--- src/rtl/spmp_regs.svh ---
// Register addresses, field positions, reset values and fixed counts of the SPI port
`ifndef SPMP_REGS_SVH
`define SPMP_REGS_SVH
`define SPMP_ADDR_CFG    8'h9A
`define SPMP_ADDR_DAT    8'h9B
`define SPMP_ADDR_RATE   8'h9D
`define SPMP_ADDR_CTRL   8'hF8
`define SPMP_RST_BYTE    8'h00
`define SPMP_RST_LEN     3'h7
`define SPMP_RST_CNT     3'h0
`define SPMP_RST_PHPOL   2'h0
`define SPMP_RST_SYNC    4'h8
`define SPMP_BIT_DONE    7
`define SPMP_BIT_WRITE_COLLISION_FLAG    6
`define SPMP_BIT_MODE_FAULT_FLAG    5
`define SPMP_BIT_OVR     4
`define SPMP_BIT_SEL     2
`define SPMP_BIT_MASTER_ENABLE   1
`define SPMP_BIT_PORT_ENABLE   0
`define SPMP_CFG_PHPOL   7:6
`define SPMP_CFG_LEN     2:0
`define SPMP_BIT_MSB     7
`define SPMP_LAST_BIT    3'h7
`define SPMP_CNT_ONE     3'h1
`define SPMP_RATE_ONE    8'h01
`define SPMP_FIFO_DEPTH  16
`endif

--- src/rtl/spmp_pkg.sv ---
// Types shared by the SPI port
package spmp_pkg;
  typedef enum logic [1:0] {
    SPMP_IDLE   = 2'b00,
    SPMP_MASTER = 2'b01,
    SPMP_SLAVE  = 2'b10
  } spmp_state_t;

  // Control and status byte as it reads back
  typedef struct packed {
    logic transfer_done_flag;
    logic write_collision_flag;
    logic mode_fault_flag;
    logic receive_overrun_flag;
    logic master_busy_flag;
    logic slave_selected_flag;
    logic master_enable;
    logic port_enable;
  } spmp_ctrl_t;

  // Pin outputs with their enables
  typedef struct packed {
    logic sck_o;
    logic sck_oe;
    logic mosi_o;
    logic mosi_oe;
    logic miso_o;
    logic miso_oe;
  } spmp_pins_t;
endpackage : spmp_pkg

--- src/rtl/spmp_top.sv ---
// SPI master/slave port with receive FIFO and byte-wide special register access
// Operation
// [RL1] Master shifts frame length code plus one bits
// [RL2] Slave ignores frame length, always eight bits
// [RL3] Done flag set per transfer, software clears
// [RL4] Data write during transfer sets collision flag
// [RL5] Master enable with select low sets fault
// [RL6] Full receive buffer at last bit: overrun
// [RL7] Busy flag high throughout master transfer
// [RL8] Selected flag mirrors select input low
// [RL9] Master enable chooses master, else slave
// [RL10] Port enable zero disables whole port; mode fault still sets with port enable zero if master enable and select low
// [RL11] Clock half period is rate plus one
// [RL12] Master data write starts transfer immediately
// [RL13] Data read returns receive buffer contents
// [RL14] Mode fault clears master and port enables
// [RL15] Overrun keeps old byte, drops new byte
// [RL16] Colliding write ignored, transfer continues
// [RL17] Both directions shift most significant bit first
// [RL18] External master holds select low, clocks bits
// [RL19] Slave done flag set when select rises
`timescale 1ns/1ps
`include "spmp_regs.svh"

module spmp_fifo #(
  parameter int WIDTH = 8,
  parameter int DEPTH = `SPMP_FIFO_DEPTH
) (
  input  wire logic             clk_sys,
  input  wire logic             rst,
  input  wire logic             ce,
  input  wire logic             in_valid,
  output logic                  in_ready,
  input  wire logic [WIDTH-1:0] in_data,
  output logic                  out_valid,
  input  wire logic             out_ready,
  output logic [WIDTH-1:0]      out_data,
  output logic [$clog2(DEPTH):0] count
);
  localparam int AW = $clog2(DEPTH);
  logic [WIDTH-1:0] mem [DEPTH];
  logic [AW-1:0]    wp_q;
  logic [AW-1:0]    rp_q;
  logic [AW:0]      cnt_q;
  logic             push;
  logic             pop;

  // Depth must be a power of two of at least two
  if (DEPTH < 2 || (1 << AW) != DEPTH) begin : g_bad_depth
    $error("spmp_fifo: DEPTH must be a power of two >= 2");
  end

  // Handshakes on both sides
  assign in_ready  = (cnt_q != (AW+1)'(DEPTH));
  assign out_valid = (cnt_q != '0);
  assign out_data  = mem[rp_q];
  assign count     = cnt_q;
  assign push      = ce && in_valid && in_ready;
  assign pop       = ce && out_ready && out_valid;

  // Storage array
  always_ff @(posedge clk_sys) begin
    if (push) begin
      mem[wp_q] <= in_data;
    end
  end

  // Pointers and fill count
  always_ff @(posedge clk_sys) begin
    if (rst) begin
      wp_q  <= '0;
      rp_q  <= '0;
      cnt_q <= '0;
    end else begin
      if (push) wp_q <= wp_q + 1'b1;
      if (pop) rp_q <= rp_q + 1'b1;
      cnt_q <= cnt_q + (AW+1)'(push) - (AW+1)'(pop);
    end
  end
endmodule : spmp_fifo

module spmp_top #(
  parameter int RX_DEPTH = `SPMP_FIFO_DEPTH
) (
  input  wire logic       clk_sys,
  input  wire logic       rst,
  input  wire logic       ce,
  input  wire logic [7:0] sfr_addr,
  input  wire logic       sfr_wr,
  input  wire logic       sfr_rd,
  input  wire logic [7:0] sfr_wdata,
  output logic [7:0]      sfr_rdata,
  output logic            irq,
  input  wire logic       sck_i,
  input  wire logic       mosi_i,
  input  wire logic       miso_i,
  input  wire logic       nss_i,
  output logic            sck_o,
  output logic            sck_oe,
  output logic            mosi_o,
  output logic            mosi_oe,
  output logic            miso_o,
  output logic            miso_oe
);
  spmp_pkg::spmp_state_t state_q;
  spmp_pkg::spmp_ctrl_t  ctrl_rd;
  spmp_pkg::spmp_pins_t  pins_q;
  logic [3:0] s1_q;
  logic [3:0] s2_q;
  logic       sck_prev_q;
  logic       done_q, write_collision_flag_q, mode_fault_flag_q, ovr_q, master_enable_q, port_enable_q;
  logic [2:0] len_q;
  logic [1:0] phpol_q;
  logic [7:0] rate_q;
  logic [7:0] cnt_q;
  logic [2:0] bit_q;
  logic       sck_q;
  logic       sample_q;
  logic [7:0] shreg_q;
  logic [7:0] sh_d;
  logic [7:0] sh_shift;
  logic       irq_q;
  logic       nss_low, sck_s, mosi_s, miso_s;
  logic       wr_ctrl, wr_cfg, wr_rate, wr_data, rd_data;
  logic       start_m, tick, rise_m, fall_m, s_rise, s_fall;
  logic       finish_m, slave_full, slave_end, push, done_set;
  logic       mode_fault_flag_set, write_collision_flag_set, ovr_set, rx_ready, rx_valid;
  logic [7:0] rx_head;
  logic [$clog2(RX_DEPTH):0] rx_count;

  // Address match used by every register strobe
  function automatic logic hit(input logic [7:0] a, input logic [7:0] r);
    return a == r;
  endfunction : hit

  // Two-flop synchronisers; reset to idle pin levels so no false clock edge follows
  always_ff @(posedge clk_sys) begin
    if (rst) begin
      s1_q       <= `SPMP_RST_SYNC;
      s2_q       <= `SPMP_RST_SYNC;
      sck_prev_q <= 1'b0;
    end else if (ce) begin
      s1_q       <= {nss_i, miso_i, mosi_i, sck_i};
      s2_q       <= s1_q;
      sck_prev_q <= s2_q[0];
    end
  end
  assign sck_s   = s2_q[0];
  assign mosi_s  = s2_q[1];
  assign miso_s  = s2_q[2];
  assign nss_low = !s2_q[3];

  // Register strobes
  assign wr_ctrl = ce && sfr_wr && hit(sfr_addr, `SPMP_ADDR_CTRL);
  assign wr_cfg  = ce && sfr_wr && hit(sfr_addr, `SPMP_ADDR_CFG);
  assign wr_rate = ce && sfr_wr && hit(sfr_addr, `SPMP_ADDR_RATE);
  assign wr_data = ce && sfr_wr && hit(sfr_addr, `SPMP_ADDR_DAT);
  assign rd_data = ce && sfr_rd && hit(sfr_addr, `SPMP_ADDR_DAT);

  // Transfer events
  assign start_m  = wr_data && port_enable_q && master_enable_q && state_q == spmp_pkg::SPMP_IDLE
                    && !mode_fault_flag_set; // RL12 RL9
  assign tick     = state_q == spmp_pkg::SPMP_MASTER && cnt_q == rate_q; // RL11
  assign rise_m   = tick && !sck_q;
  assign fall_m   = tick && sck_q;
  assign s_rise   = state_q == spmp_pkg::SPMP_SLAVE && sck_s && !sck_prev_q;
  assign s_fall   = state_q == spmp_pkg::SPMP_SLAVE && !sck_s && sck_prev_q;
  assign finish_m = fall_m && bit_q == len_q; // RL1
  assign slave_full = s_fall && bit_q == `SPMP_LAST_BIT; // RL2
  assign slave_end  = state_q == spmp_pkg::SPMP_SLAVE && !nss_low; // RL19 RL18
  assign push     = finish_m || slave_full;
  assign done_set = finish_m || slave_end; // RL3
  assign mode_fault_flag_set = ce && master_enable_q && nss_low; // RL5
  assign write_collision_flag_set = wr_data && state_q != spmp_pkg::SPMP_IDLE; // RL4
  assign ovr_set  = push && !rx_ready; // RL6
  assign sh_shift = {shreg_q[6:0], sample_q}; // RL17

  // Port mode: idle, master transfer or selected slave
  always_ff @(posedge clk_sys) begin
    if (rst) begin
      state_q <= spmp_pkg::SPMP_IDLE;
    end else if (ce) begin
      unique case (state_q)
        spmp_pkg::SPMP_IDLE: begin
          if (start_m) state_q <= spmp_pkg::SPMP_MASTER;
          else if (port_enable_q && !master_enable_q && nss_low) state_q <= spmp_pkg::SPMP_SLAVE; // RL9
        end
        spmp_pkg::SPMP_MASTER: begin
          if (mode_fault_flag_set || !port_enable_q || finish_m) state_q <= spmp_pkg::SPMP_IDLE; // RL7 RL10
        end
        spmp_pkg::SPMP_SLAVE: begin
          if (!nss_low || !port_enable_q || master_enable_q) state_q <= spmp_pkg::SPMP_IDLE; // RL10
        end
        default: state_q <= spmp_pkg::SPMP_IDLE;
      endcase
    end
  end

  // Half-period counter and master clock
  always_ff @(posedge clk_sys) begin
    if (rst) begin
      cnt_q <= `SPMP_RST_BYTE;
      sck_q <= 1'b0;
    end else if (ce) begin
      if (state_q != spmp_pkg::SPMP_MASTER || start_m) begin
        cnt_q <= `SPMP_RST_BYTE;
        sck_q <= 1'b0;
      end else if (tick) begin
        cnt_q <= `SPMP_RST_BYTE;
        sck_q <= !sck_q; // RL11
      end else begin
        cnt_q <= cnt_q + `SPMP_RATE_ONE;
      end
    end
  end

  // Bit counter and input sample
  always_ff @(posedge clk_sys) begin
    if (rst) begin
      bit_q    <= `SPMP_RST_CNT;
      sample_q <= 1'b0;
    end else if (ce) begin
      if (rise_m) sample_q <= miso_s;
      else if (s_rise) sample_q <= mosi_s;
      if (state_q == spmp_pkg::SPMP_IDLE) bit_q <= `SPMP_RST_CNT;
      else if (fall_m || s_fall) bit_q <= bit_q + `SPMP_CNT_ONE;
    end
  end

  // Shift register next value; a colliding write does not touch it
  always_comb begin
    sh_d = shreg_q;
    if (start_m) sh_d = sfr_wdata; // RL12
    else if (wr_data && state_q == spmp_pkg::SPMP_IDLE) sh_d = sfr_wdata;
    else if (fall_m || s_fall) sh_d = sh_shift; // RL16 RL17
  end

  always_ff @(posedge clk_sys) begin
    if (rst) shreg_q <= `SPMP_RST_BYTE;
    else if (ce) shreg_q <= sh_d;
  end

  // Pin drivers, all registered; mosi moves with the registered sck fall, not before it
  always_ff @(posedge clk_sys) begin
    if (rst) begin
      pins_q <= '0;
    end else if (ce) begin
      pins_q.sck_o   <= sck_q;
      pins_q.sck_oe  <= port_enable_q && master_enable_q; // RL10
      pins_q.mosi_o  <= shreg_q[`SPMP_BIT_MSB]; // RL17
      pins_q.mosi_oe <= port_enable_q && master_enable_q;
      pins_q.miso_o  <= sh_d[`SPMP_BIT_MSB];
      pins_q.miso_oe <= port_enable_q && !master_enable_q && nss_low;
    end
  end
  assign sck_o   = pins_q.sck_o;
  assign sck_oe  = pins_q.sck_oe;
  assign mosi_o  = pins_q.mosi_o;
  assign mosi_oe = pins_q.mosi_oe;
  assign miso_o  = pins_q.miso_o;
  assign miso_oe = pins_q.miso_oe;

  // Sticky flags: hardware set wins over a software write
  always_ff @(posedge clk_sys) begin
    if (rst) begin
      done_q <= 1'b0;
      write_collision_flag_q <= 1'b0;
      mode_fault_flag_q <= 1'b0;
      ovr_q  <= 1'b0;
    end else if (ce) begin
      if (done_set) done_q <= 1'b1; // RL3
      else if (wr_ctrl) done_q <= sfr_wdata[`SPMP_BIT_DONE];
      if (write_collision_flag_set) write_collision_flag_q <= 1'b1; // RL4
      else if (wr_ctrl) write_collision_flag_q <= sfr_wdata[`SPMP_BIT_WRITE_COLLISION_FLAG];
      if (mode_fault_flag_set) mode_fault_flag_q <= 1'b1; // RL5
      else if (wr_ctrl) mode_fault_flag_q <= sfr_wdata[`SPMP_BIT_MODE_FAULT_FLAG];
      if (ovr_set) ovr_q <= 1'b1; // RL6
      else if (wr_ctrl) ovr_q <= sfr_wdata[`SPMP_BIT_OVR];
    end
  end

  // Enables; a mode fault takes the port off-line
  always_ff @(posedge clk_sys) begin
    if (rst) begin
      master_enable_q <= 1'b0;
      port_enable_q <= 1'b0;
    end else if (ce) begin
      if (mode_fault_flag_set) begin
        master_enable_q <= 1'b0; // RL14
        port_enable_q <= 1'b0; // RL14
      end else if (wr_ctrl) begin
        master_enable_q <= sfr_wdata[`SPMP_BIT_MASTER_ENABLE];
        port_enable_q <= sfr_wdata[`SPMP_BIT_PORT_ENABLE];
      end
    end
  end

  // Configuration and rate registers
  always_ff @(posedge clk_sys) begin
    if (rst) begin
      len_q   <= `SPMP_RST_LEN;
      phpol_q <= `SPMP_RST_PHPOL;
      rate_q  <= `SPMP_RST_BYTE;
    end else if (ce) begin
      if (wr_cfg) begin
        len_q   <= sfr_wdata[`SPMP_CFG_LEN];
        phpol_q <= sfr_wdata[`SPMP_CFG_PHPOL];
      end
      if (wr_rate) rate_q <= sfr_wdata;
    end
  end

  // Receive buffer; a full buffer refuses the new byte
  spmp_fifo #(
    .WIDTH (8),
    .DEPTH (RX_DEPTH)
  ) u_rx (
    .clk_sys   (clk_sys),
    .rst       (rst),
    .ce        (ce),
    .in_valid  (push), // RL15
    .in_ready  (rx_ready),
    .in_data   (sh_shift),
    .out_valid (rx_valid),
    .out_ready (rd_data), // RL13
    .out_data  (rx_head),
    .count     (rx_count)
  );

  // Status byte
  always_comb begin
    ctrl_rd.transfer_done_flag   = done_q;
    ctrl_rd.write_collision_flag = write_collision_flag_q;
    ctrl_rd.mode_fault_flag      = mode_fault_flag_q;
    ctrl_rd.receive_overrun_flag = ovr_q;
    ctrl_rd.master_busy_flag     = state_q == spmp_pkg::SPMP_MASTER; // RL7
    ctrl_rd.slave_selected_flag  = nss_low; // RL8
    ctrl_rd.master_enable        = master_enable_q;
    ctrl_rd.port_enable          = port_enable_q;
  end

  // Read data, registered; unmapped addresses read zero
  always_ff @(posedge clk_sys) begin
    if (rst) begin
      sfr_rdata <= `SPMP_RST_BYTE;
    end else if (ce && sfr_rd) begin
      if (hit(sfr_addr, `SPMP_ADDR_CTRL)) sfr_rdata <= ctrl_rd;
      else if (hit(sfr_addr, `SPMP_ADDR_CFG)) sfr_rdata <= {phpol_q, bit_q, len_q};
      else if (hit(sfr_addr, `SPMP_ADDR_RATE)) sfr_rdata <= rate_q;
      else if (hit(sfr_addr, `SPMP_ADDR_DAT)) sfr_rdata <= rx_valid ? rx_head : `SPMP_RST_BYTE; // RL13
      else sfr_rdata <= `SPMP_RST_BYTE;
    end
  end

  // Interrupt request from any set sticky flag
  always_ff @(posedge clk_sys) begin
    if (rst) irq_q <= 1'b0;
    else if (ce) irq_q <= done_q || write_collision_flag_q || mode_fault_flag_q || ovr_q;
  end
  assign irq = irq_q;
endmodule : spmp_top

--- config.mk ---
export PLATFORM = sky130hd
export DESIGN_NAME = spmp_top
export DESIGN_NICKNAME = d
export VERILOG_FILES = /design/src/rtl/spmp_pkg.sv /design/src/rtl/spmp_top.sv
export VERILOG_INCLUDE_DIRS = /design/src /design/src/rtl
export SDC_FILE = /design/constraint.sdc
export NUM_CORES = 1
export LEC_CHECK = 0
export ABC_AREA = 0
export ABC_CLOCK_PERIOD_IN_PS = 3200
export BUFFER_PORTS_ARGS = -buffer_cell sky130_fd_sc_hd__buf_2
export CORE_AREA = 2 2 119 133
export CTS_BUF_LIST = sky130_fd_sc_hd__clkbuf_16
export DETAILED_ROUTE_END_ITERATION = 6
export DIE_AREA = 0 0 121 135
export HOLD_SLACK_MARGIN = 0.06
export PLACE_DENSITY = 0.84
export SLEW_MARGIN = 0
export SYNTH_ARGS = -nofsm -noshare
export SYNTH_HDL_FRONTEND = slang
export SYNTH_SLANG_ARGS = --single-unit
--- constraint.sdc ---
create_clock -name clk_sys -period 3.2 [get_ports clk_sys]
set_clock_uncertainty 0.2 [all_clocks]
set_input_delay 0.32 -clock clk_sys [delete_from_list [all_inputs] [get_ports clk_sys]]
set_output_delay 0.32 -clock clk_sys [all_outputs]
set_load 0.01 [all_outputs]
* Word-level counts from Yosys, hierarchy flattened
Memory sizes are Yosys's and may differ from the RTL's. A register that Yosys moved wholly into a read port is not among the register bits. Index checks and enable logic that the tools add are counted.
Word-level totals: flip-flop bits (word level) 77, bits in writable memories 128, input bits 25, output and inout port bits 15, word-level logic and storage cells 160, memories 1
Operators by class: add/subtract/negate cells 6, equality and inequality tests 14, multiplexer cells 37, reduce and logical (&&, ||, !) cells 74
Memory list:
- u_rx.mem | depth 16, width 8, read ports 1, clocked after memory_dff 1, write ports 1, RTL line spmp_top.sv:41 | logic [WIDTH-1:0] mem [DEPTH];
Operators with widths (number):
- $mux 8 | 10
- $logic_and 1x1->1 | 33
- $eq 8x8->1 const B | 4
- $reduce_and 2->1 | 10
- $mux 1 | 18
- $reduce_bool 2->1 | 8
- $logic_or 1x1->1 | 11
- $add 4x1->4 const B | 2
- $add 8x1->8 const B | 1
- $eq 8x8->1 | 1
- $logic_not 1->1 | 8
- $mux 2 | 4
- $mux 4 | 2
- $mux 3 | 2
- $ne 2x1->1 const B | 3
- $pmux 2 s3 | 1
- $add 5x1->5 | 1
- $ne 5x5->1 const B | 1
- $reduce_bool 5->1 | 1
- $sub 5x1->5 | 1
- $reduce_and 4->1 | 1
- $add 3x1->3 const B | 1
- $eq 3x3->1 | 1
- $eq 3x3->1 const B | 1
- 5 further kinds | 5

* Depth between registers and ports, before layout
word-level depth 9, mapped depth 15, gate-level depth less buffers 15

* Cells and area by module
Synthesis repeated with hierarchy kept, for this count alone.
Unflattened totals: cell total of the unflattened synthesis 659, area, all modules 9041.2 um2
By module, submodules not included:
- spmp_fifo | times used 1, cells an instance 310, area each 5725.5 um2, sequential area each 4184.0 um2
- spmp_top | times used 1, cells an instance 349, area each 3315.7 um2, sequential area each 1281.2 um2

* Least setup slack after synthesis
OpenSTA, ideal clock, no wires.
path kind flip-flop to flip-flop, from register state_q[0], to register u_rx.cnt_q[4], in the netlist u_rx.count[4], library setup time 0.128 ns, arrival 2.501 ns, required time 2.872 ns, path slack 0.372 ns, stages on the path, launching flop included 15, path buffers 3, period minus slack after synthesis 2.828 ns, path through dfxtp_1 > clkbuf_1 > and4bb_2 > and2_1 > clkbuf_1 > nand2_1 > nand2_1 > buf_2 > ha_1 > fa_1 > a21oi_1 > nor2_1 > nor2_1 > xnor2_1 > nor2_1
On the way: cells in the longest elaborated chain, start to end 9, elaborated cells between the ends (all ways) 13, those cells by class add/sub (2); eq/ne (2); reduce/logical (9)
Ends and longest elaborated chain:
- start, declared | RTL line spmp_top.sv:105 | spmp_pkg::spmp_state_t state_q;
- start signal, assigned | RTL line spmp_top.sv:181 | state_q <= spmp_pkg::SPMP_IDLE;
- start signal, assigned | RTL line spmp_top.sv:185 | if (start_m) state_q <= spmp_pkg::SPMP_MASTER;
- start signal, assigned | RTL line spmp_top.sv:186 | else if (port_enable_q && !master_enable_q && nss_low) state_q <= spmp_pkg::SPMP_SLAVE;
- $eq 2x1->1 / $eq 2x2->1 (equally long branches) | RTL line spmp_top.sv:163, spmp_top.sv:167
- $logic_and 1x1->1, on equally long branches | RTL line spmp_top.sv:163, spmp_top.sv:167
- $logic_and 1x1->1, on equally long branches | RTL line spmp_top.sv:165, spmp_top.sv:167
- $logic_and 1x1->1, on equally long branches
- $logic_or 1x1->1 * | RTL line spmp_top.sv:171 | assign push = finish_m || slave_full;
- $logic_and 1x1->1 * (2 in series) | RTL line spmp_top.sv:58 | assign push = ce && in_valid && in_ready;
- named net u_rx.push | RTL line spmp_top.sv:45 | logic push;
- $add 5x1->5 * | RTL line spmp_top.sv:77 | cnt_q <= cnt_q + (AW+1)'(push) - (AW+1)'(pop);
- $sub 5x1->5 * | RTL line spmp_top.sv:77
- end signal, assigned | RTL line spmp_top.sv:77
- end, declared | RTL line spmp_top.sv:44 | logic [AW:0] cnt_q;
Mark *: on every way through the listed nets, which the timed path passes. The rest lies on a longest branch. A chain may end at the register's enable or synchronous reset.

* Final worst setup path
from register u_rx.cnt_q[2], in the netlist u_rx.count[2], to register u_rx.cnt_q[4], in the netlist u_rx.count[4]
On the way: elaborated cells between the ends (all ways) 6, those cells by class add/sub (2); eq/ne (1); reduce/logical (3)
RTL lines:
- $reduce_bool 5->1 | RTL line spmp_top.sv:55 | assign out_valid = (cnt_q != '0);
- $logic_and 1x1->1 | RTL line spmp_top.sv:59 | assign pop = ce && out_ready && out_valid;
- named net u_rx.pop | RTL line spmp_top.sv:46 | logic pop;
- $sub 5x1->5 | RTL line spmp_top.sv:77
The timed path passes the listed nets, and every way through them passes these cells.

==> impl_results.rst <==
.. list-table::
   :header-rows: 1

   * - Metric
     - Value
   * - Violated checks
     - design-rule violations
   * - Most common cell after layout, fill and taps aside
     - sky130_fd_sc_hd__edfxtp_1
   * - Worst hold path stage count
     - 4
   * - Number of iterations in the first detailed-routing pass
     - 7
   * - Buffer type at the clock tree root
     - sky130_fd_sc_hd__clkbuf_16
   * - Number of warnings printed during yosys synthesis
     - 0
   * - Wire length of the first global-routing pass
     - 32.37 mm
   * - Syn Nets
     - 713
   * - Sum of negative setup slack
     - 0 ns
   * - Busiest grt layer
     - met2
   * - Class of the most critical hold timing path
     - in2reg
   * - GRT met3 Usage
     - 4.223%
   * - Final critical delay including setup and external delays
     - 2.972 ns
   * - Dominant synthesized flop cell
     - sky130_fd_sc_hd__edfxtp_1
   * - Maximum resistive drop on vdd
     - 479.9 µV
   * - Synth-to-layout area growth
     - 13.31%
   * - Mapped Area
     - 0.009016 mm²
   * - Vias in the first global route
     - 5,875
   * - Place WS
     - 0.1795 ns
   * - DRC violation total after the first TritonRoute iteration
     - 566
   * - Count of endpoints failing hold in the final timing report
     - 0
   * - Clk sink count
     - 209
   * - Placed Area
     - 0.009437 mm²
   * - Post-synthesis instance total
     - 673
   * - Antenna Diode Count
     - 0
   * - FFs w/ async S/R, synth
     - 0%
   * - H-tree lvl count
     - 1
   * - Die area
     - 0.01634 mm²
   * - Number of nets with antenna violations after detailed routing
     - 0
   * - Core Area
     - 0.01488 mm²
   * - Routed Wire Length
     - 20.89 mm
   * - Most used cells in the layout excluding fill and tap cells
     - sky130_fd_sc_hd__edfxtp_1, sky130_fd_sc_hd__dfxtp_1, sky130_fd_sc_hd__nor2_1, sky130_fd_sc_hd__nand2_1
   * - Cell leakage power
     - 3.460 nW
   * - Last weighted congestion value of the routability-driven placer
     - 0.9150
   * - # IOs
     - 40
   * - Final setup fails
     - 0
   * - Number of antenna violations at the first check in global routing
     - 0
   * - Result of the run
     - finished, violations left
   * - Latest clock arrival within the worst-skew pair
     - 0.50 ns
   * - Met2 capacity usage during global routing
     - 43.48%
   * - Number of buffers added by the clock tree synthesis step
     - 21
   * - Sequential cell area fraction in the yosys report
     - 60.62%
   * - Clock tree from TritonCTS
     - done
   * - Placement row count
     - 47
   * - Final setup margin
     - 0.2279 ns
   * - Worst-path fanout max
     - 3
   * - Worst setup path category
     - reg2reg
   * - Highest attainable clock frequency
     - 336.5 MHz
   * - Maximum count of clock buffers along a single path
     - 3
   * - Total routing usage reported by global routing
     - 25.95%
   * - Post-synth EDFFs
     - 128
   * - DP HPWL
     - 13.76 mm
   * - Setup repair after global routing missed its margin
     - no
   * - Crit end category
     - register
   * - Required time of the worst setup path
     - 3.36 ns
   * - Number of distinct library cells after synthesis
     - 57
   * - CTS clk-pin slew, worst paths
     - 0.06 ns
   * - Register-to-Register Path Depth
     - 15
   * - Remaining design rule violation count
     - 1
   * - Fraction of layout instances using a drive strength above 1
     - 19.81%
   * - Post-route cell area
     - 0.01022 mm²
   * - Crit start category
     - register
   * - Setup repair bufs after CTS
     - 0
   * - Count of final max-slew check failures
     - 0
   * - Initial core utilization
     - 60.60%
   * - Tightest slew margin relative to the limit
     - 49.21%
   * - DR vias
     - 5,961
   * - P per Cell Area
     - 522.1 mW/mm²
   * - Maximum number of pins on one net before global-route repair
     - 64
   * - Per-cell via count in the routed design
     - 6.355
   * - Number of cells in the design after placement
     - 889
   * - Post-route non-filler standard cell count
     - 938
   * - Port bufs
     - 39
   * - Number of synthesized register bits
     - 209
   * - Worst Tran Pin Value
     - 0.7583 ns
   * - Avg Inst Size Synth
     - 13.40 µm²
   * - WL/cell
     - 22.28 µm
   * - Chip Height
     - 135 µm
   * - X dimension of the die
     - 121 µm
   * - Number of nets in the finished design
     - 768
   * - WP data arrival
     - 3.13 ns
   * - Met1 Use GR
     - 33.70%
   * - Core utilization of the finished layout
     - 68.67%
   * - Overall overflow remaining after global route
     - 0
   * - Post-route clock period utilization
     - 92.88%
   * - Number of max-cap violations
     - 0
-- synthesized netlist by cell type, types with 2 or more instances --
master	instances	area (µm²)
sky130_fd_sc_hd__a21oi_1	34	170.2
sky130_fd_sc_hd__edfxtp_1	128	3844
sky130_fd_sc_hd__xor2_1	15	131.4
sky130_fd_sc_hd__ha_1	14	175.2
sky130_fd_sc_hd__nor2b_1	10	62.56
sky130_fd_sc_hd__mux2_1	2	22.52
sky130_fd_sc_hd__a211o_1	8	70.07
sky130_fd_sc_hd__nand4_1	17	106.4
sky130_fd_sc_hd__xnor2_1	11	96.34
sky130_fd_sc_hd__nor4_1	4	25.02
sky130_fd_sc_hd__a31oi_1	2	12.51
sky130_fd_sc_hd__nand3_1	9	45.04
sky130_fd_sc_hd__buf_2	6	30.03
sky130_fd_sc_hd__nor4b_1	3	26.28
sky130_fd_sc_hd__mux4_2	32	720.7
sky130_fd_sc_hd__mux2_2	17	191.4
sky130_fd_sc_hd__or2_2	2	12.51
sky130_fd_sc_hd__and2_1	5	31.28
sky130_fd_sc_hd__dfxtp_1	81	1622
sky130_fd_sc_hd__a32o_1	3	30.03
sky130_fd_sc_hd__o21ai_0	12	60.06
sky130_fd_sc_hd__buf_6	2	22.52
sky130_fd_sc_hd__o211ai_1	8	60.06
sky130_fd_sc_hd__and4_1	2	17.52
sky130_fd_sc_hd__inv_1	12	45.04
sky130_fd_sc_hd__nor4_2	3	37.54
sky130_fd_sc_hd__mux2i_1	39	390.4
sky130_fd_sc_hd__nor3b_1	2	15.01
sky130_fd_sc_hd__o221ai_1	8	70.07
sky130_fd_sc_hd__clkbuf_1	17	63.81
sky130_fd_sc_hd__buf_1	10	37.54
sky130_fd_sc_hd__nor2_1	67	251.5
sky130_fd_sc_hd__nand2_1	42	157.7
sky130_fd_sc_hd__and3_1	18	112.6
sky130_fd_sc_hd__nor3_1	6	30.03
-- timing repair --
item,4_1_cts,5_1_grt
endpoints found under the setup margin,0,1
resized for setup,0,2
hold buffers,12,0
hold endpoints to repair,22,0
-- logic make-up (layout without fill, tap and decap cells) --
group | count (synthesis) | in the layout | share of synthesized area (%)
buffers and inverters | 49 | 118 | 2.331
flip-flops | 209 | 209 | 60.62
AND/OR/NAND/NOR | 199 | 199 | 11.42
adder cells (fa/ha/maj) | 15 | 15 | 2.165
AO/OA/AOI/OAI | 85 | 85 | 6.245
multiplexers | 90 | 90 | 14.70
XOR/XNOR | 26 | 26 | 2.526
-- power by group --
group / internal, mW / switching, mW
registers: 2.84 / 0.0102
logic: 0.0554 / 0.0917
clock network: 1.36 / 0.985
total: 4.25 / 1.09
-- worst paths after layout --
| check | startpoint | end | slack [ns] |
|---|---|---|---|
| setup / recovery | u_rx.count[2] | u_rx.count[4] | 0.23 |
| hold / removal | ce | sck_q | 0.11 |
| setup reg to reg | u_rx.count[2] | u_rx.count[4] | 0.23 |
| hold reg to reg | sck_o | sck_o | 0.26 |
-- worst max-delay path, cell delays in order, from the launching register on --
cell	delay, ns
sky130_fd_sc_hd__dfxtp_1	0.34
sky130_fd_sc_hd__inv_1	0.07
sky130_fd_sc_hd__ha_1	0.21
sky130_fd_sc_hd__nor4b_2	0.17
sky130_fd_sc_hd__nor4_1	0.35
sky130_fd_sc_hd__nand2_1	0.10
sky130_fd_sc_hd__inv_1	0.08
sky130_fd_sc_hd__ha_1	0.12
sky130_fd_sc_hd__inv_1	0.04
sky130_fd_sc_hd__ha_1	0.21
sky130_fd_sc_hd__fa_1	0.42
sky130_fd_sc_hd__a21oi_1	0.18
sky130_fd_sc_hd__nor2_1	0.05
sky130_fd_sc_hd__nor2_1	0.11
sky130_fd_sc_hd__xnor2_1	0.13
sky130_fd_sc_hd__nor2_1	0.05
-- cell type report --
cell class,count,area (µm²)
Sequential cell,209,5466
Fill cell,1020,4662
Multi-Input combinational cell,415,3349
Clock buffer,21,525.5
Timing Repair Buffer,68,455.4
Tap cell,196,245.2
Clock inverter,16,125.1
Inverter,13,48.80
-- per-stage QoR --
stage / total power, mW / hold WS, ns
final: 5.334 / 0.1060
after global routing: 5.466 / 0.1228
after CTS: 5.348 / 0.09918
after detailed placement: 3.035 / 0.2578
after global placement: 3.031 / 0.2549
after floorplan: 2.977 / 0.2420
-- routing by layer --
metal,routed length (µm),up-vias,share of wire [%]
li1,-,2653,-
met1,7977,2904,38
met5,0,-,0
met3,1790,71,8.6
met4,913,0,4.4
met2,10210,333,49
-- registers in the layout, indices dropped and copies added (netlist names), 2 cells and up, named ones only --
| signal | flops |
|---|---|
| u_rx.count | 5 |
| state_q | 2 |
| bit_q | 3 |
| sfr_rdata | 8 |
| u_rx.rp_q | 4 |
| rate_q | 8 |
| shreg_q | 8 |
| u_rx.mem | 128 |
| len_q | 3 |
| s1_q | 4 |
| s2_q | 4 |
| cnt_q | 8 |
| u_rx.wp_q | 4 |
| phpol_q | 2 |
Note: power is estimated with default switching activity, not from simulation.
